--- src/design/timer_pkg.sv ---
package timer_pkg;
    // ========================================================
    // register map, byte addresses on the APB side
    localparam logic [7:0] ADDR_CTRL_BASE = 8'h00;
    localparam logic [7:0] ADDR_RUN = 8'h18;
    localparam logic [7:0] ADDR_COUNT4 = 8'h1c;
    localparam logic [7:0] CTRL_RESET = 8'h00;
    localparam int MAX_CH = 6;
    localparam int CASCADE_CH = 4;
    // ========================================================
    // control register fields
    localparam int CLR_MSB = 7;
    localparam int CLR_LSB = 5;
    localparam int EDGE_MSB = 4;
    localparam int EDGE_LSB = 3;
    localparam int PSC_MSB = 2;
    localparam int PSC_LSB = 0;
    // run register fields: run bits low, phase mode bits high
    localparam int RUN_LSB = 0;
    localparam int PHASE_LSB = 8;
    // ========================================================
    // edge select codes
    localparam logic [1:0] EDGE_RISE = 2'h0;
    localparam logic [1:0] EDGE_FALL = 2'h1;
    localparam logic [1:0] EDGE_BOTH = 2'h2;
    // channel 4 clock source codes
    localparam logic [2:0] SRC_DIV1 = 3'h0;
    localparam logic [2:0] SRC_DIV4 = 3'h1;
    localparam logic [2:0] SRC_DIV16 = 3'h2;
    localparam logic [2:0] SRC_DIV64 = 3'h3;
    localparam logic [2:0] SRC_EXT_A = 3'h4;
    localparam logic [2:0] SRC_EXT_C = 3'h5;
    localparam logic [2:0] SRC_DIV1024 = 3'h6;
    localparam logic [2:0] SRC_CASCADE = 3'h7;
    // ========================================================
    // prescaler: a tap bit n toggles every 2^n cycles, period 2^(n+1)
    localparam int PRESCALE_W = 10;
    localparam int TAP_DIV4 = 1;
    localparam int TAP_DIV16 = 3;
    localparam int TAP_DIV64 = 5;
    localparam int TAP_DIV1024 = 9;
    localparam int EXT_SYNC_STAGES = 2;
endpackage

--- src/design/edge_ctl_if.sv ---
`timescale 1ns/100ps
// ========================================================
// one count source: its level, the edge wanted, the tick found
interface edge_ctl_if;
    logic level;
    logic [1:0] edge_sel;
    logic tick;
    modport detector (input level, input edge_sel, output tick);
    modport user (output level, output edge_sel, input tick);
endinterface

--- src/design/edge_detect.sv ---
`timescale 1ns/100ps
// ========================================================
// optional synchroniser plus edge finder on one level
module edge_detect #(
    parameter int SYNC = 2
) (
    // clock and reset
    input wire logic clk_sys,
    input wire logic rst_n,
    // source and selection
    edge_ctl_if.detector src
);
    logic seen;
    logic prev;

    generate
        if (SYNC > 0) begin : g_sync
            logic meta;
            logic stable;
            // two flops; only the second one is looked at
            always_ff @(posedge clk_sys or negedge rst_n) begin
                if (!rst_n) begin
                    meta <= 1'b0;
                    stable <= 1'b0;
                end else begin
                    meta <= src.level;
                    stable <= meta;
                end
            end
            assign seen = stable;
        end else begin : g_direct
            // internal taps are already on this clock
            assign seen = src.level;
        end
    endgenerate

    // previous sample for the edge compare
    always_ff @(posedge clk_sys or negedge rst_n) begin
        if (!rst_n) begin
            prev <= 1'b0;
        end else begin
            prev <= seen;
        end
    end

    // code 1x takes both transitions, halving the period
    always_comb begin
        if (src.edge_sel[1]) begin
            src.tick = seen ^ prev;
        end else if (src.edge_sel[0]) begin
            src.tick = prev & ~seen;
        end else begin
            src.tick = seen & ~prev;
        end
    end
endmodule

--- src/design/prescaler.sv ---
`timescale 1ns/100ps
// ========================================================
// free running divider shared by all internal clock taps
module prescaler #(
    parameter int WIDTH = timer_pkg::PRESCALE_W
) (
    // clock and reset
    input wire logic clk_sys,
    input wire logic rst_n,
    // divider state, bit n has period 2^(n+1)
    output logic [WIDTH-1:0] taps
);
    // never stopped, so all channels see one common phase
    always_ff @(posedge clk_sys or negedge rst_n) begin
        if (!rst_n) begin
            taps <= '0;
        end else begin
            taps <= taps + 1'b1;
        end
    end
endmodule

--- src/design/timer_channel_clock_control.sv ---
`timescale 1ns/100ps
// How it works
// - bits 7:5 pick the counter clear event
// - bits 4:3: rise, fall, or both edges
// - both edges halve the count period
// - phase counting overrides edge selection
// - edge selection valid for divide-by-four or slower
// - undivided clock, cascade ignore edge select
// - bits 2:0 pick channel 4's clock; other channels only store them
// - codes 0,1,2,3,6 give divide 1,4,16,64,1024
// - code 4 pin a, code 5 pin c
// - code 7 counts channel 5 wraps
// - phase counting ignores channel 4 prescaler select
// - one control register per channel, six or three
module timer_channel_clock_control #(
    parameter int NUM_CH = timer_pkg::MAX_CH,
    parameter int COUNT_W = 16
) (
    // clock and reset
    input wire logic clk_sys,
    input wire logic rst_n,
    // apb slave
    input wire logic psel,
    input wire logic penable,
    input wire logic pwrite,
    input wire logic [7:0] paddr,
    input wire logic [31:0] pwdata,
    output logic [31:0] prdata,
    output logic pready,
    output logic pslverr,
    // count sources
    input wire logic ext_count_clock_a,
    input wire logic ext_count_clock_c,
    input wire logic channel5_wrap,
    input wire logic [7:0] clear_events,
    // channel state
    output logic [8*timer_pkg::MAX_CH-1:0] channel_controls,
    output logic count_tick,
    output logic [COUNT_W-1:0] channel_counter
);
    localparam int CH4 = timer_pkg::CASCADE_CH;

    logic [7:0] timer_channel_control [NUM_CH];
    logic [NUM_CH-1:0] run;
    logic [NUM_CH-1:0] phase_mode;
    logic [timer_pkg::PRESCALE_W-1:0] taps;
    logic [2:0] src_sel;
    logic [1:0] edge_sel;
    logic [2:0] clr_sel;
    logic run4;
    logic phase4;
    logic tap_level;
    logic next_tick;
    logic clr_hit;
    logic setup;
    logic done;
    logic [2:0] word;
    logic mapped;
    logic [31:0] next_rdata;

    // ========================================================
    // bus decode
    assign setup = psel & ~penable;
    assign done = psel & penable & pready;
    assign word = paddr[4:2];

    // indices past the channel count are holes, as is the top range
    // channel count bound
    always_comb begin
        mapped = (paddr[1:0] == 2'h0) && (paddr[7:5] == 3'h0);
        if (word < 3'(timer_pkg::MAX_CH)) begin
            mapped = mapped && (word < 3'(NUM_CH));
        end
    end

    // read mux, unused bits read as zero
    always_comb begin
        next_rdata = 32'h0;
        if (paddr == timer_pkg::ADDR_RUN) begin
            next_rdata[timer_pkg::RUN_LSB +: NUM_CH] = run;
            next_rdata[timer_pkg::PHASE_LSB +: NUM_CH] = phase_mode;
        end else if (paddr == timer_pkg::ADDR_COUNT4) begin
            next_rdata[COUNT_W-1:0] = channel_counter;
        end else if (mapped) begin
            next_rdata[7:0] = timer_channel_control[word];
        end
    end

    // answer is prepared in setup so every output is a flop
    always_ff @(posedge clk_sys or negedge rst_n) begin
        if (!rst_n) begin
            pready <= 1'b0;
            pslverr <= 1'b0;
            prdata <= 32'h0;
        end else begin
            pready <= setup;
            pslverr <= setup & ~mapped;
            prdata <= setup ? next_rdata : 32'h0;
        end
    end

    // ========================================================
    // control registers, one per channel
    // no guard against writes while counting
    genvar gi;
    generate
        for (gi = 0; gi < NUM_CH; gi++) begin : g_ctrl
            always_ff @(posedge clk_sys or negedge rst_n) begin
                if (!rst_n) begin
                    timer_channel_control[gi] <= timer_pkg::CTRL_RESET;
                end else if (done && pwrite && mapped
                             && word == 3'(gi)) begin
                    timer_channel_control[gi] <= pwdata[7:0];
                end
            end
            assign channel_controls[8*gi +: 8] = timer_channel_control[gi];
        end
        for (gi = NUM_CH; gi < timer_pkg::MAX_CH; gi++) begin : g_absent
            assign channel_controls[8*gi +: 8] = 8'h00;
        end
    endgenerate

    // run and phase mode bits
    always_ff @(posedge clk_sys or negedge rst_n) begin
        if (!rst_n) begin
            run <= '0;
            phase_mode <= '0;
        end else if (done && pwrite && paddr == timer_pkg::ADDR_RUN) begin
            run <= pwdata[timer_pkg::RUN_LSB +: NUM_CH];
            phase_mode <= pwdata[timer_pkg::PHASE_LSB +: NUM_CH];
        end
    end

    // ========================================================
    // channel 4 field split; reduced variant has no channel 4
    generate
        if (NUM_CH > CH4) begin : g_ch4
            assign src_sel = timer_channel_control[CH4][
                timer_pkg::PSC_MSB:timer_pkg::PSC_LSB];
            assign edge_sel = timer_channel_control[CH4][
                timer_pkg::EDGE_MSB:timer_pkg::EDGE_LSB];
            assign clr_sel = timer_channel_control[CH4][
                timer_pkg::CLR_MSB:timer_pkg::CLR_LSB];
            assign run4 = run[CH4];
            assign phase4 = phase_mode[CH4];
        end else begin : g_no_ch4
            assign src_sel = timer_pkg::SRC_DIV1;
            assign edge_sel = timer_pkg::EDGE_RISE;
            assign clr_sel = 3'h0;
            assign run4 = 1'b0;
            assign phase4 = 1'b0;
        end
    endgenerate

    prescaler #(
        .WIDTH(timer_pkg::PRESCALE_W)
    ) u_prescaler (
        .clk_sys(clk_sys),
        .rst_n(rst_n),
        .taps(taps)
    );

    // tap select; switching taps may fake an edge, hence halted
    // divider taps
    always_comb begin
        case (src_sel)
            timer_pkg::SRC_DIV4: tap_level = taps[timer_pkg::TAP_DIV4];
            timer_pkg::SRC_DIV16: tap_level = taps[timer_pkg::TAP_DIV16];
            timer_pkg::SRC_DIV64: tap_level = taps[timer_pkg::TAP_DIV64];
            timer_pkg::SRC_DIV1024: tap_level = taps[timer_pkg::TAP_DIV1024];
            default: tap_level = 1'b0;
        endcase
    end

    edge_ctl_if int_src ();
    edge_ctl_if pin_a ();
    edge_ctl_if pin_c ();

    assign int_src.level = tap_level;
    assign int_src.edge_sel = edge_sel;
    assign pin_a.level = ext_count_clock_a;
    assign pin_a.edge_sel = edge_sel;
    assign pin_c.level = ext_count_clock_c;
    assign pin_c.edge_sel = edge_sel;

    edge_detect #(
        .SYNC(0)
    ) u_int_edge (
        .clk_sys(clk_sys),
        .rst_n(rst_n),
        .src(int_src)
    );

    edge_detect #(
        .SYNC(timer_pkg::EXT_SYNC_STAGES)
    ) u_pin_a_edge (
        .clk_sys(clk_sys),
        .rst_n(rst_n),
        .src(pin_a)
    );

    edge_detect #(
        .SYNC(timer_pkg::EXT_SYNC_STAGES)
    ) u_pin_c_edge (
        .clk_sys(clk_sys),
        .rst_n(rst_n),
        .src(pin_c)
    );

    // ========================================================
    // count enable for channel 4
    // phase mode mutes every source
    always_comb begin
        next_tick = 1'b0;
        if (run4 && !phase4) begin
            case (src_sel)
                timer_pkg::SRC_DIV1: next_tick = 1'b1;
                timer_pkg::SRC_EXT_A: next_tick = pin_a.tick;
                timer_pkg::SRC_EXT_C: next_tick = pin_c.tick;
                timer_pkg::SRC_CASCADE: next_tick = channel5_wrap;
                default: next_tick = int_src.tick;
            endcase
        end
    end

    assign clr_hit = (clr_sel != 3'h0) && clear_events[clr_sel];

    // clear beats a count in the same cycle
    always_ff @(posedge clk_sys or negedge rst_n) begin
        if (!rst_n) begin
            count_tick <= 1'b0;
            channel_counter <= '0;
        end else begin
            count_tick <= next_tick;
            if (clr_hit) begin
                channel_counter <= '0;
            end else if (count_tick) begin
                channel_counter <= channel_counter + 1'b1;
            end
        end
    end

    logic live;
    assign live = run4 && !phase4;
endmodule

--- config.mk ---
export PLATFORM = sky130hd
export DESIGN_NAME = timer_channel_clock_control
export DESIGN_NICKNAME = d
export VERILOG_FILES = /design/src/design/timer_pkg.sv /design/src/design/edge_ctl_if.sv /design/src/design/edge_detect.sv /design/src/design/prescaler.sv /design/src/design/timer_channel_clock_control.sv
export SDC_FILE = /design/constraint.sdc
export NUM_CORES = 1
export LEC_CHECK = 0
export ABC_AREA = 1
export BUFFER_PORTS_ARGS = -buffer_cell sky130_fd_sc_hd__buf_2
export CAP_MARGIN = 20
export CORE_ASPECT_RATIO = 1.2
export CORE_MARGIN = 4
export CORE_UTILIZATION = 56
export DETAILED_ROUTE_END_ITERATION = 8
export GPL_ROUTABILITY_DRIVEN = 0
export PLACE_DENSITY_LB_ADDON = 0.08
export SLEW_MARGIN = 20
export SYNTH_ARGS = -nofsm -noshare
export SYNTH_HDL_FRONTEND = slang
export SYNTH_SLANG_ARGS = --single-unit
export TNS_END_PERCENT = 50
--- constraint.sdc ---
create_clock -name clk_sys -period 2.5 [get_ports clk_sys]
set_input_delay 0.25 -clock clk_sys [delete_from_list [all_inputs] [get_ports clk_sys]]
set_output_delay 0.25 -clock clk_sys [all_outputs]
set_load 0.01 [all_outputs]
### After elaboration in Yosys (flattened, before gate mapping)

Index checks and enable logic that the tools add are counted.
Widths: inputs -> output; s select.

* output and inout port bits: 99
* word-level logic and storage cells: 107
* register bits after elaboration: 112

* order comparisons: 3
* add/subtract/negate cells: 2
* equal/unequal tests: 14
* reductions and logical operators: 20
* bitwise operators: 22
* muxes and demuxes: 25

Operators by type and width (count)
* $mux 16: 3
* $mux 8: 5
* $bmux 8 s3: 1
* $eq 3x3->1 const B: 6
* $add 16x1->16 const B: 1
* $eq 8x5->1 const B: 2
* $logic_and 1x1->1: 13
* $eq 3x2->1 const B: 4
* $mux 6: 2
* $add 10x1->10 const B: 1
* $and 1x1->1: 10
* $logic_not 3->1: 3
* $mux 1: 9
* $not 1->1: 8
* $pmux 1 s4: 2
* $eq 3x1->1 const B: 2
* $ge 4x4->1 const B: 1
* $lt 3x4->1 const B: 1
* $mux 2: 2
* $not 3->4: 1
* $bmux 1 s3: 1
* $lt 3x3->1 const B: 1
* $reduce_bool 3->1: 1
* $xor 1x1->1: 3
* other kinds (3): 3

### Depth between registers and ports, before layout

Gate-level depths: netlist (run 1).

* depth after elaboration: 8
* mapped depth: 11

### Cells and area by module

A second synthesis (run 1) with hierarchy kept.

* cells, all modules: 686
* area, all modules: 5507.8 µm²

Modules (own cells, without submodules)
* timer_channel_clock_control: times used 1, cells an instance 588, area each 4655.7 µm², seq. area each 2377.3 µm²
* prescaler: times used 1, cells an instance 52, area each 466.7 µm², seq. area each 250.2 µm²
* edge_detect (u_pin_a_edge ...): times used 2, cells an instance 16, area each 145.1 µm², seq. area each 75.1 µm²
* edge_detect (u_int_edge): times used 1, cells an instance 14, area each 95.1 µm², seq. area each 25.0 µm²

### Worst setup path after synthesis (run 1)

Ideal clock, no wire load.

* kind: flip-flop to flip-flop
* from: reg timer_channel_control (netlist bit channel_controls[32])
* to: reg count_tick
* period minus slack after synthesis: 1793 ps
* path slack: 707 ps
* buffers on the path: 0
* arrival time: 1715 ps
* cell stages (with the launch flop): 10
* required time: 2423 ps
* cells stage by stage: dfrtp_1 -> inv_1 -> o21ai_0 -> o21ai_0 -> a31oi_1 -> inv_1 -> ha_1 -> o21ai_0 -> o21ai_0 -> a21oi_1

* cells in the longest elaborated chain, start to end: 8

RTL lines
* start, declared: RTL line timer_channel_clock_control.sv:43 `logic [7:0] timer_channel_control [NUM_CH];`
* start signal, assigned by index: RTL line timer_channel_clock_control.sv:110 `timer_channel_control[gi] <= timer_pkg::CTRL_RESET;`
* start signal, assigned by index: RTL line timer_channel_clock_control.sv:113 `timer_channel_control[gi] <= pwdata[7:0];`
* $eq 3x3->1, or another cell as far along: RTL line timer_channel_clock_control.sv:166 `case (src_sel)`
* $pmux 1 s4 *: RTL line timer_channel_clock_control.sv:166
* named net int_src.level: RTL line edge_ctl_if.sv:5 `logic level;`
* $not 1->1: RTL line edge_detect.sv:51 `src.tick = prev & ~seen;`
* $and 1x1->1: RTL line edge_detect.sv:51
* $mux 1: RTL line edge_detect.sv:50 `end else if (src.edge_sel[0]) begin`
* $mux 1 *: RTL line edge_detect.sv:48 `if (src.edge_sel[1]) begin`
* $pmux 1 s4 *: RTL line timer_channel_clock_control.sv:216 `case (src_sel)`
* $mux 1 *: RTL line timer_channel_clock_control.sv:215 `if (run4 && !phase4) begin`
* named net next_tick: RTL line timer_channel_clock_control.sv:53 `logic next_tick;`
* end signal, assigned: RTL line timer_channel_clock_control.sv:234 `count_tick <= next_tick;`
* end, declared: RTL line timer_channel_clock_control.sv:38 `output logic count_tick,`

The timed path passes the listed nets; every way through them passes the cells marked *.
A chain may end at the register's enable or synchronous reset.

### Worst setup path in the final report (run 1)

Ends and elaborated chain as after synthesis.

==> metrics.txt, run 1 <==
sequential share of the synthesized area=52.2%; Critical Path End Type=flip-flop; post-synth top area cell=dfrtp_1; area added between synthesis and finish=16.2%; Slew Limit Fails=0; worst hold-check path type=input pin to flip-flop; synth top area cells=dfrtp_1 (52%), nand2_1 (12%), o21ai_0 (6.4%); initial drt markers=240; Achievable Freq=463 MHz; Die W=97.4 um; sum of negative setup slack=0 ns; CP max FO=7; startpoint types=flip-flop; Fin. Hold Viols=0; io pins=155; DR vias=4683; DR vias/cell=5.21; cell breakdown of the critical path=inv_1, o21ai_0, o21ai_0, a31oi_1, inv_1, ha_1, o21ai_0, o21ai_0, a21oi_1; drt first pass iters=5; Cell Pwr Density=507 nW/um^2; worst slew pin tran=0.553 ns; CTS buffer count=9; routed length per instance=15.2 um; most used cell, CP=o21ai_0; clk sinks=112; Static Leak=0.00336 uW; number of global-route vias before repair=4612; gr ovfl total=0; fin crit period=2.16 ns; RSZ-0062 raised after global routing=no; num rows=38; Final Setup Violations=0; Syn Area/Cell=8.23 sq um; hpwl dp=10.4 mm; CTS tree=yes; placed cells=880; peak supply drop=355 uV; die footprint=11200 sq um; first-pass GRT wire length=22.3 mm; Cell Count, Final, Fillers Out=899; outcome=finished clean; DRC=0; IO buf count=119; Routed Wire Length=13.7 mm; Worst EP required=2.80 ns; Setup Skew=0.00879 ns; period utilization=86.4%; diodes inserted=0; max_slew headroom=63.0%; clk root buf=clkbuf_8; area of the core=9220 sq um; final-stage net count=838; Synth Instances=653; initial antenna violation count=0; starting density of the core=58.2%; later-pin clock latency in the skew report=0.37 ns; Post-Syn Area=5370 sq um; Synth top area share=52.2%; max incr delay on CP=0.47 ns; CTS clk-pin slew, worst paths=0.10 ns; H-tree lvl count=3; Total Routing Usage GR=25.2%; Crit-path slowest cell=dfrtp_1; Die Y=115 um; Yosys cell types=27; antenna-violating nets left=0; Ys Warns=0; critical path arrival=2.46 ns; layout cells sized above 1=19.8%; flip-flop and latch count after synthesis=112; largest net degree at the start of global routing=53; Setup CP Type=flip-flop to flip-flop; Setup Fix Bufs, Post-CTS=0; Clock Path Buffers=2; max cap viols=0
==> flip-flops by register name, indices dropped and copies added, names as in the netlist <==
| register | cells |
|---|---|
| u_int_edge.prev | 1 |
| phase_mode | 6 |
| u_pin_c_edge.g_sync.meta | 1 |
| channel_controls | 48 |
| u_pin_a_edge.g_sync.stable | 1 |
| pready | 1 |
| u_pin_a_edge.g_sync.meta | 1 |
| channel_counter | 16 |
| u_pin_a_edge.prev | 1 |
| prdata | 16 |
| u_pin_c_edge.g_sync.stable | 1 |
| u_pin_c_edge.prev | 1 |
| run | 6 |
| u_prescaler.taps | 10 |
| pslverr | 1 |
| count_tick | 1 |
==> final timing paths <==
check	from	to	slack [ns]	cells past startpoint
max in group asynchronous	rst_n	channel_controls[17]	1.40	3
min in group asynchronous	rst_n	prdata[13]	0.39	2
worst min-delay path	pwdata[11]	phase_mode[3]	0.10	3
worst min register to register	u_pin_a_edge.g_sync.meta	u_pin_a_edge.g_sync.stable	0.36	0
worst max-delay path	channel_controls[32]	count_tick	0.34	9
worst max register to register	channel_controls[32]	count_tick	0.34	9
==> per-layer routing <==
| metal | wire length [um] | up-vias | GRT usage, % |
|---|---|---|---|
| li1 | - | 2296 | - |
| met1 | 5760 | 2203 | 32.7 |
| met2 | 6770 | 160 | 42.6 |
| met3 | 787 | 24 | 3.34 |
| met4 | 359 | 0 | 11.5 |
| met5 | 0 | - | 0 |
==> layout by cell type (no fill, tap or decap), types with 2 or more instances in the layout <==
cell type / synthesis / final
nand3_2: 2 / 2
o21ai_1: 5 / 5
a21oi_1: 33 / 33
conb_1: 1 / 16
clkinv_2: 0 / 2
buf_4: 18 / 4
a31oi_1: 3 / 3
nand4_1: 5 / 5
nand2_2: 4 / 4
nor3_1: 12 / 12
nand3_4: 3 / 3
inv_1: 59 / 59
nor2_4: 2 / 2
nand3_1: 32 / 32
dlygate4sd3_1: 0 / 3
ha_1: 8 / 8
xnor2_1: 7 / 7
inv_2: 4 / 4
o21ai_0: 69 / 69
nand2_1: 165 / 165
buf_2: 10 / 118
dfrtp_1: 112 / 112
nor2_1: 86 / 86
xor2_1: 7 / 7
clkbuf_8: 0 / 10
==> cells by family (layout without fill, tap and decap cells) <==
family / count (synthesis) / count (layout) / share of synthesized area [%]
simple gates: 313 / 313 / 25.0
flops: 112 / 112 / 52.2
compound gates: 111 / 111 / 10.5
buf+inv: 94 / 205 / 8.20
xor+xnor: 14 / 14 / 2.28
fa+ha+maj: 8 / 8 / 1.86
other cells: 1 / 16 / 0.0698
==> Yosys cell counts (all sizes together) <==
library cell	instances
nor3	12
a21oi	33
o21bai	1
a31oi	3
dfrtp	112
xor2	7
ha	8
buf	29
nor2	89
xnor2	7
o21ai	74
nand4	5
inv	63
nand3	37
clkbuf	2
nor3b	1
nand2	169
conb	1
==> power breakdown <==
group / leakage, uW / switching, uW / internal [uW] / total (uW)
clock: 0.0000993 / 593 / 490 / 1080
combinational: 0.00173 / 165 / 72.8 / 237
sequential: 0.00153 / 18.8 / 1830 / 1850
==> what timing repair did <==
item	CTS	global route
hold endpoints to repair	39	0
hold buffers	3	0
setup endpoints to repair	0	0
gates resized for setup	0	0
==> critical path, delay by kind of cell, from the launching register on <==
kind / cells / cell delay (ns)
compound gates: 6 / 1.13
fa+ha+maj: 1 / 0.30
buf+inv: 2 / 0.19
flops: 1 / 0.47
==> final cells by class <==
type | count | area [sq um]
multi-input cells | 462 | 2190
clock buffers | 11 | 141
clock inverters | 5 | 56.3
repair buffers | 126 | 671
inverters | 63 | 236
well taps | 120 | 150
flip-flops and latches | 112 | 2800
fillers | 836 | 2980
==> per-stage QoR <==
step | hold WS, ns | utilization (%) | instance area (sq um) | setup slack (ns) | total power [uW]
2_1_floorplan | -0.0456 | - | 5430 | 0.707 | 2010
3_3_place_gp | 0.243 | 65.2 | 6020 | 0.567 | 2110
3_5_place_dp | 0.255 | 65.2 | 6020 | 0.380 | 2120
4_1_cts | 0.0881 | 67.7 | 6240 | 0.366 | 3180
5_1_grt | 0.105 | 67.7 | 6240 | 0.125 | 3290
6_report | 0.103 | 67.7 | 6240 | 0.339 | 3170
Power figures use the tool's default switching activity.
==> inputs of run 2 (changes only) <==
--- a/config.mk
+++ b/config.mk
@@ -12,3 +12,3 @@
 export CORE_MARGIN = 4
-export CORE_UTILIZATION = 56
+export CORE_UTILIZATION = 30
 export DETAILED_ROUTE_END_ITERATION = 8
==> constraint.sdc (replaced) <==
create_clock -name clk_sys -period 2.5 [get_ports clk_sys]
set_input_delay 0.625 -clock clk_sys [delete_from_list [all_inputs] [get_ports clk_sys]]
set_output_delay 0.625 -clock clk_sys [all_outputs]
set_load 0.01 [all_outputs]
==> run 2 against run 1 <==
Global-route usage is 9.0 points lower. Flip-flop and latch count stayed put. Die area is 79% higher. Critical path type unchanged. Largest power group unchanged. Highest routed layer unchanged.
==> metrics.txt, run 2 (synthesized netlist as in run 1, its figures left out) <==
Cell Pwr Density=548 nW/um^2 (+8.0%); most frequent cells in the layout=nand2_1 (165), buf_2 (118), dfrtp_1 (112); starting density of the core=30.6% (-28 points); worst hold-check path type=input pin to asynchronous set/reset pin; Static Leak=0.00341 uW (+1.5%); worst slew pin tran=0.502 ns (-0.0517 ns); Die Y=155 um (+34%); period utilization=82.4% (-4.1 points); Die W=130 um (+34%); outcome=finished clean; IO buf count=119 (unchanged); antenna-violating nets left=0 (unchanged); Util after Layout=36.8% (-31 points); Setup Skew=0.00900 ns (+0.000213 ns); leading cell type in the layout, fill and taps excluded=nand2_1; Setup Fix Bufs, Post-CTS=0 (unchanged); number of global-route vias before repair=4557 (-1.2%); hpwl dp=12.2 mm (+17%); DR vias/cell=4.62 (-11%); Crit-path slowest cell=dfrtp_1; max_slew headroom=66.4% (+3.4 points); hold buffers post-CTS=0 (-3); Achievable Freq=486 MHz (+4.9%); fin crit period=2.06 ns (-0.102 ns); first-pass GRT wire length=25.0 mm (+12%); CTS buffer count=9 (unchanged); diodes inserted=0 (unchanged); Worst EP required=2.78 ns (-0.02 ns); final-stage net count=840 (+0.24%); max cap viols=0 (unchanged); routed length per instance=16.0 um (+5.2%); CTS tree=yes; RSZ-0062 raised after global routing=no; clk root buf=clkbuf_16; area of the core=17600 sq um (+91%); Routed Wire Length=16.0 mm (+17%); DR vias=4623 (-1.3%); Clock Path Buffers=2 (unchanged); layout cells sized above 1=20.1% (+0.36 points); CTS clk-pin slew, worst paths=0.07 ns (-0.03 ns); initial drt markers=272 (+13%); largest net degree at the start of global routing=59 (+11%); H-tree lvl count=3 (unchanged); gr ovfl total=0 (unchanged); startpoint types=flip-flop; max incr delay on CP=0.45 ns (-0.02 ns); die footprint=20100 sq um (+79%); CP max FO=7 (unchanged); area added between synthesis and finish=20.4%; initial antenna violation count=0 (unchanged); drt first pass iters=5 (unchanged); num rows=53 (+39%); Setup CP Type=flip-flop to flip-flop; sum of negative setup slack=0 ns (unchanged); Slew Limit Fails=0 (unchanged); Fin. Hold Viols=0 (unchanged); later-pin clock latency in the skew report=0.35 ns (-0.02 ns); critical path arrival=2.34 ns (-0.12 ns); Final Setup Violations=0 (unchanged); DRC=0 (unchanged); worst path buffer plus inverter count=2 (unchanged); peak supply drop=281 uV (-21%); cell breakdown of the critical path=inv_1, nand2_1, o21ai_1, o21ai_0, a31oi_1, inv_1, ha_1, o21ai_0, o21ai_0, a21oi_1; Total Routing Usage GR=16.2% (-9.0 points); clk sinks=112 (unchanged); Critical Path End Type=flip-flop; most used cell, CP=o21ai_0; number of flip-flops in the largest register=48 (unchanged); Top delay family on crit path=compound AO/OA/AOI/OAI gates; CTS-repair resized insts=0 (unchanged); io pins=155 (unchanged)
==> run 2: area by class of cell <==
class | count | area (sq um)
repair buffers | 128 | 678
inverters | 63 | 236
clock buffers | 12 | 246
fillers | 1860 | 11100
flip-flops and latches | 112 | 2800
multi-input cells | 462 | 2190
well taps | 220 | 275
clock inverters | 3 | 42.5
==> run 2: worst paths after layout <==
check	from	endpoint	slack, ns	cells past startpoint
worst max register to register	channel_controls[32]	count_tick	0.44	10
worst max-delay path	channel_controls[32]	count_tick	0.44	10
worst min register to register	u_pin_a_edge.g_sync.meta	u_pin_a_edge.g_sync.stable	0.35	0
max in group asynchronous	rst_n	channel_controls[22]	1.56	2
min in group clk_sys	u_pin_a_edge.g_sync.meta	u_pin_a_edge.g_sync.stable	0.35	0
worst min-delay path	rst_n	prdata[12]	0.16	1
==> run 2: layer usage <==
| metal | vias up | part of all wire (%) | global-route usage (%) |
|---|---|---|---|
| li1 | 2297 | - | - |
| met1 | 2184 | 43 | 21.5 |
| met2 | 128 | 49 | 26.8 |
| met3 | 14 | 5.7 | 2.76 |
| met4 | 0 | 1.6 | 5.35 |
| met5 | - | 0 | 0 |
==> run 2: power by group <==
| group | leakage (uW) | total (uW) | switching, uW | internal [uW] |
|---|---|---|---|---|
| Combinational | 0.00174 | 244 | 174 | 70.7 |
| Sequential | 0.00153 | 1850 | 19.4 | 1830 |
| Clock | 0.000139 | 1450 | 653 | 800 |
==> run 2: worst reg2reg max path: cells and delay by family, from the launching register on <==
kind,cells,cell delay (ns)
adders and majority gates,1,0.28
buffers and inverters,2,0.23
AOI/OAI and AO/OA,6,0.94
and+or+nand+nor,1,0.09
DFF,1,0.45
==> run 2: metrics by stage <==
stage	hold WS (ns)	worst slack [ns]	std cells	total power (uW)	area (sq um)
after floorplan	0.329	0.707	668	2010	5430
after global placement	0.338	0.347	985	2130	6180
after detailed placement	0.336	0.309	985	2130	6180
after CTS	0.160	0.343	1000	3600	6470
after global routing	0.171	0.0611	1000	3700	6470
final	0.156	0.441	1000	3540	6470
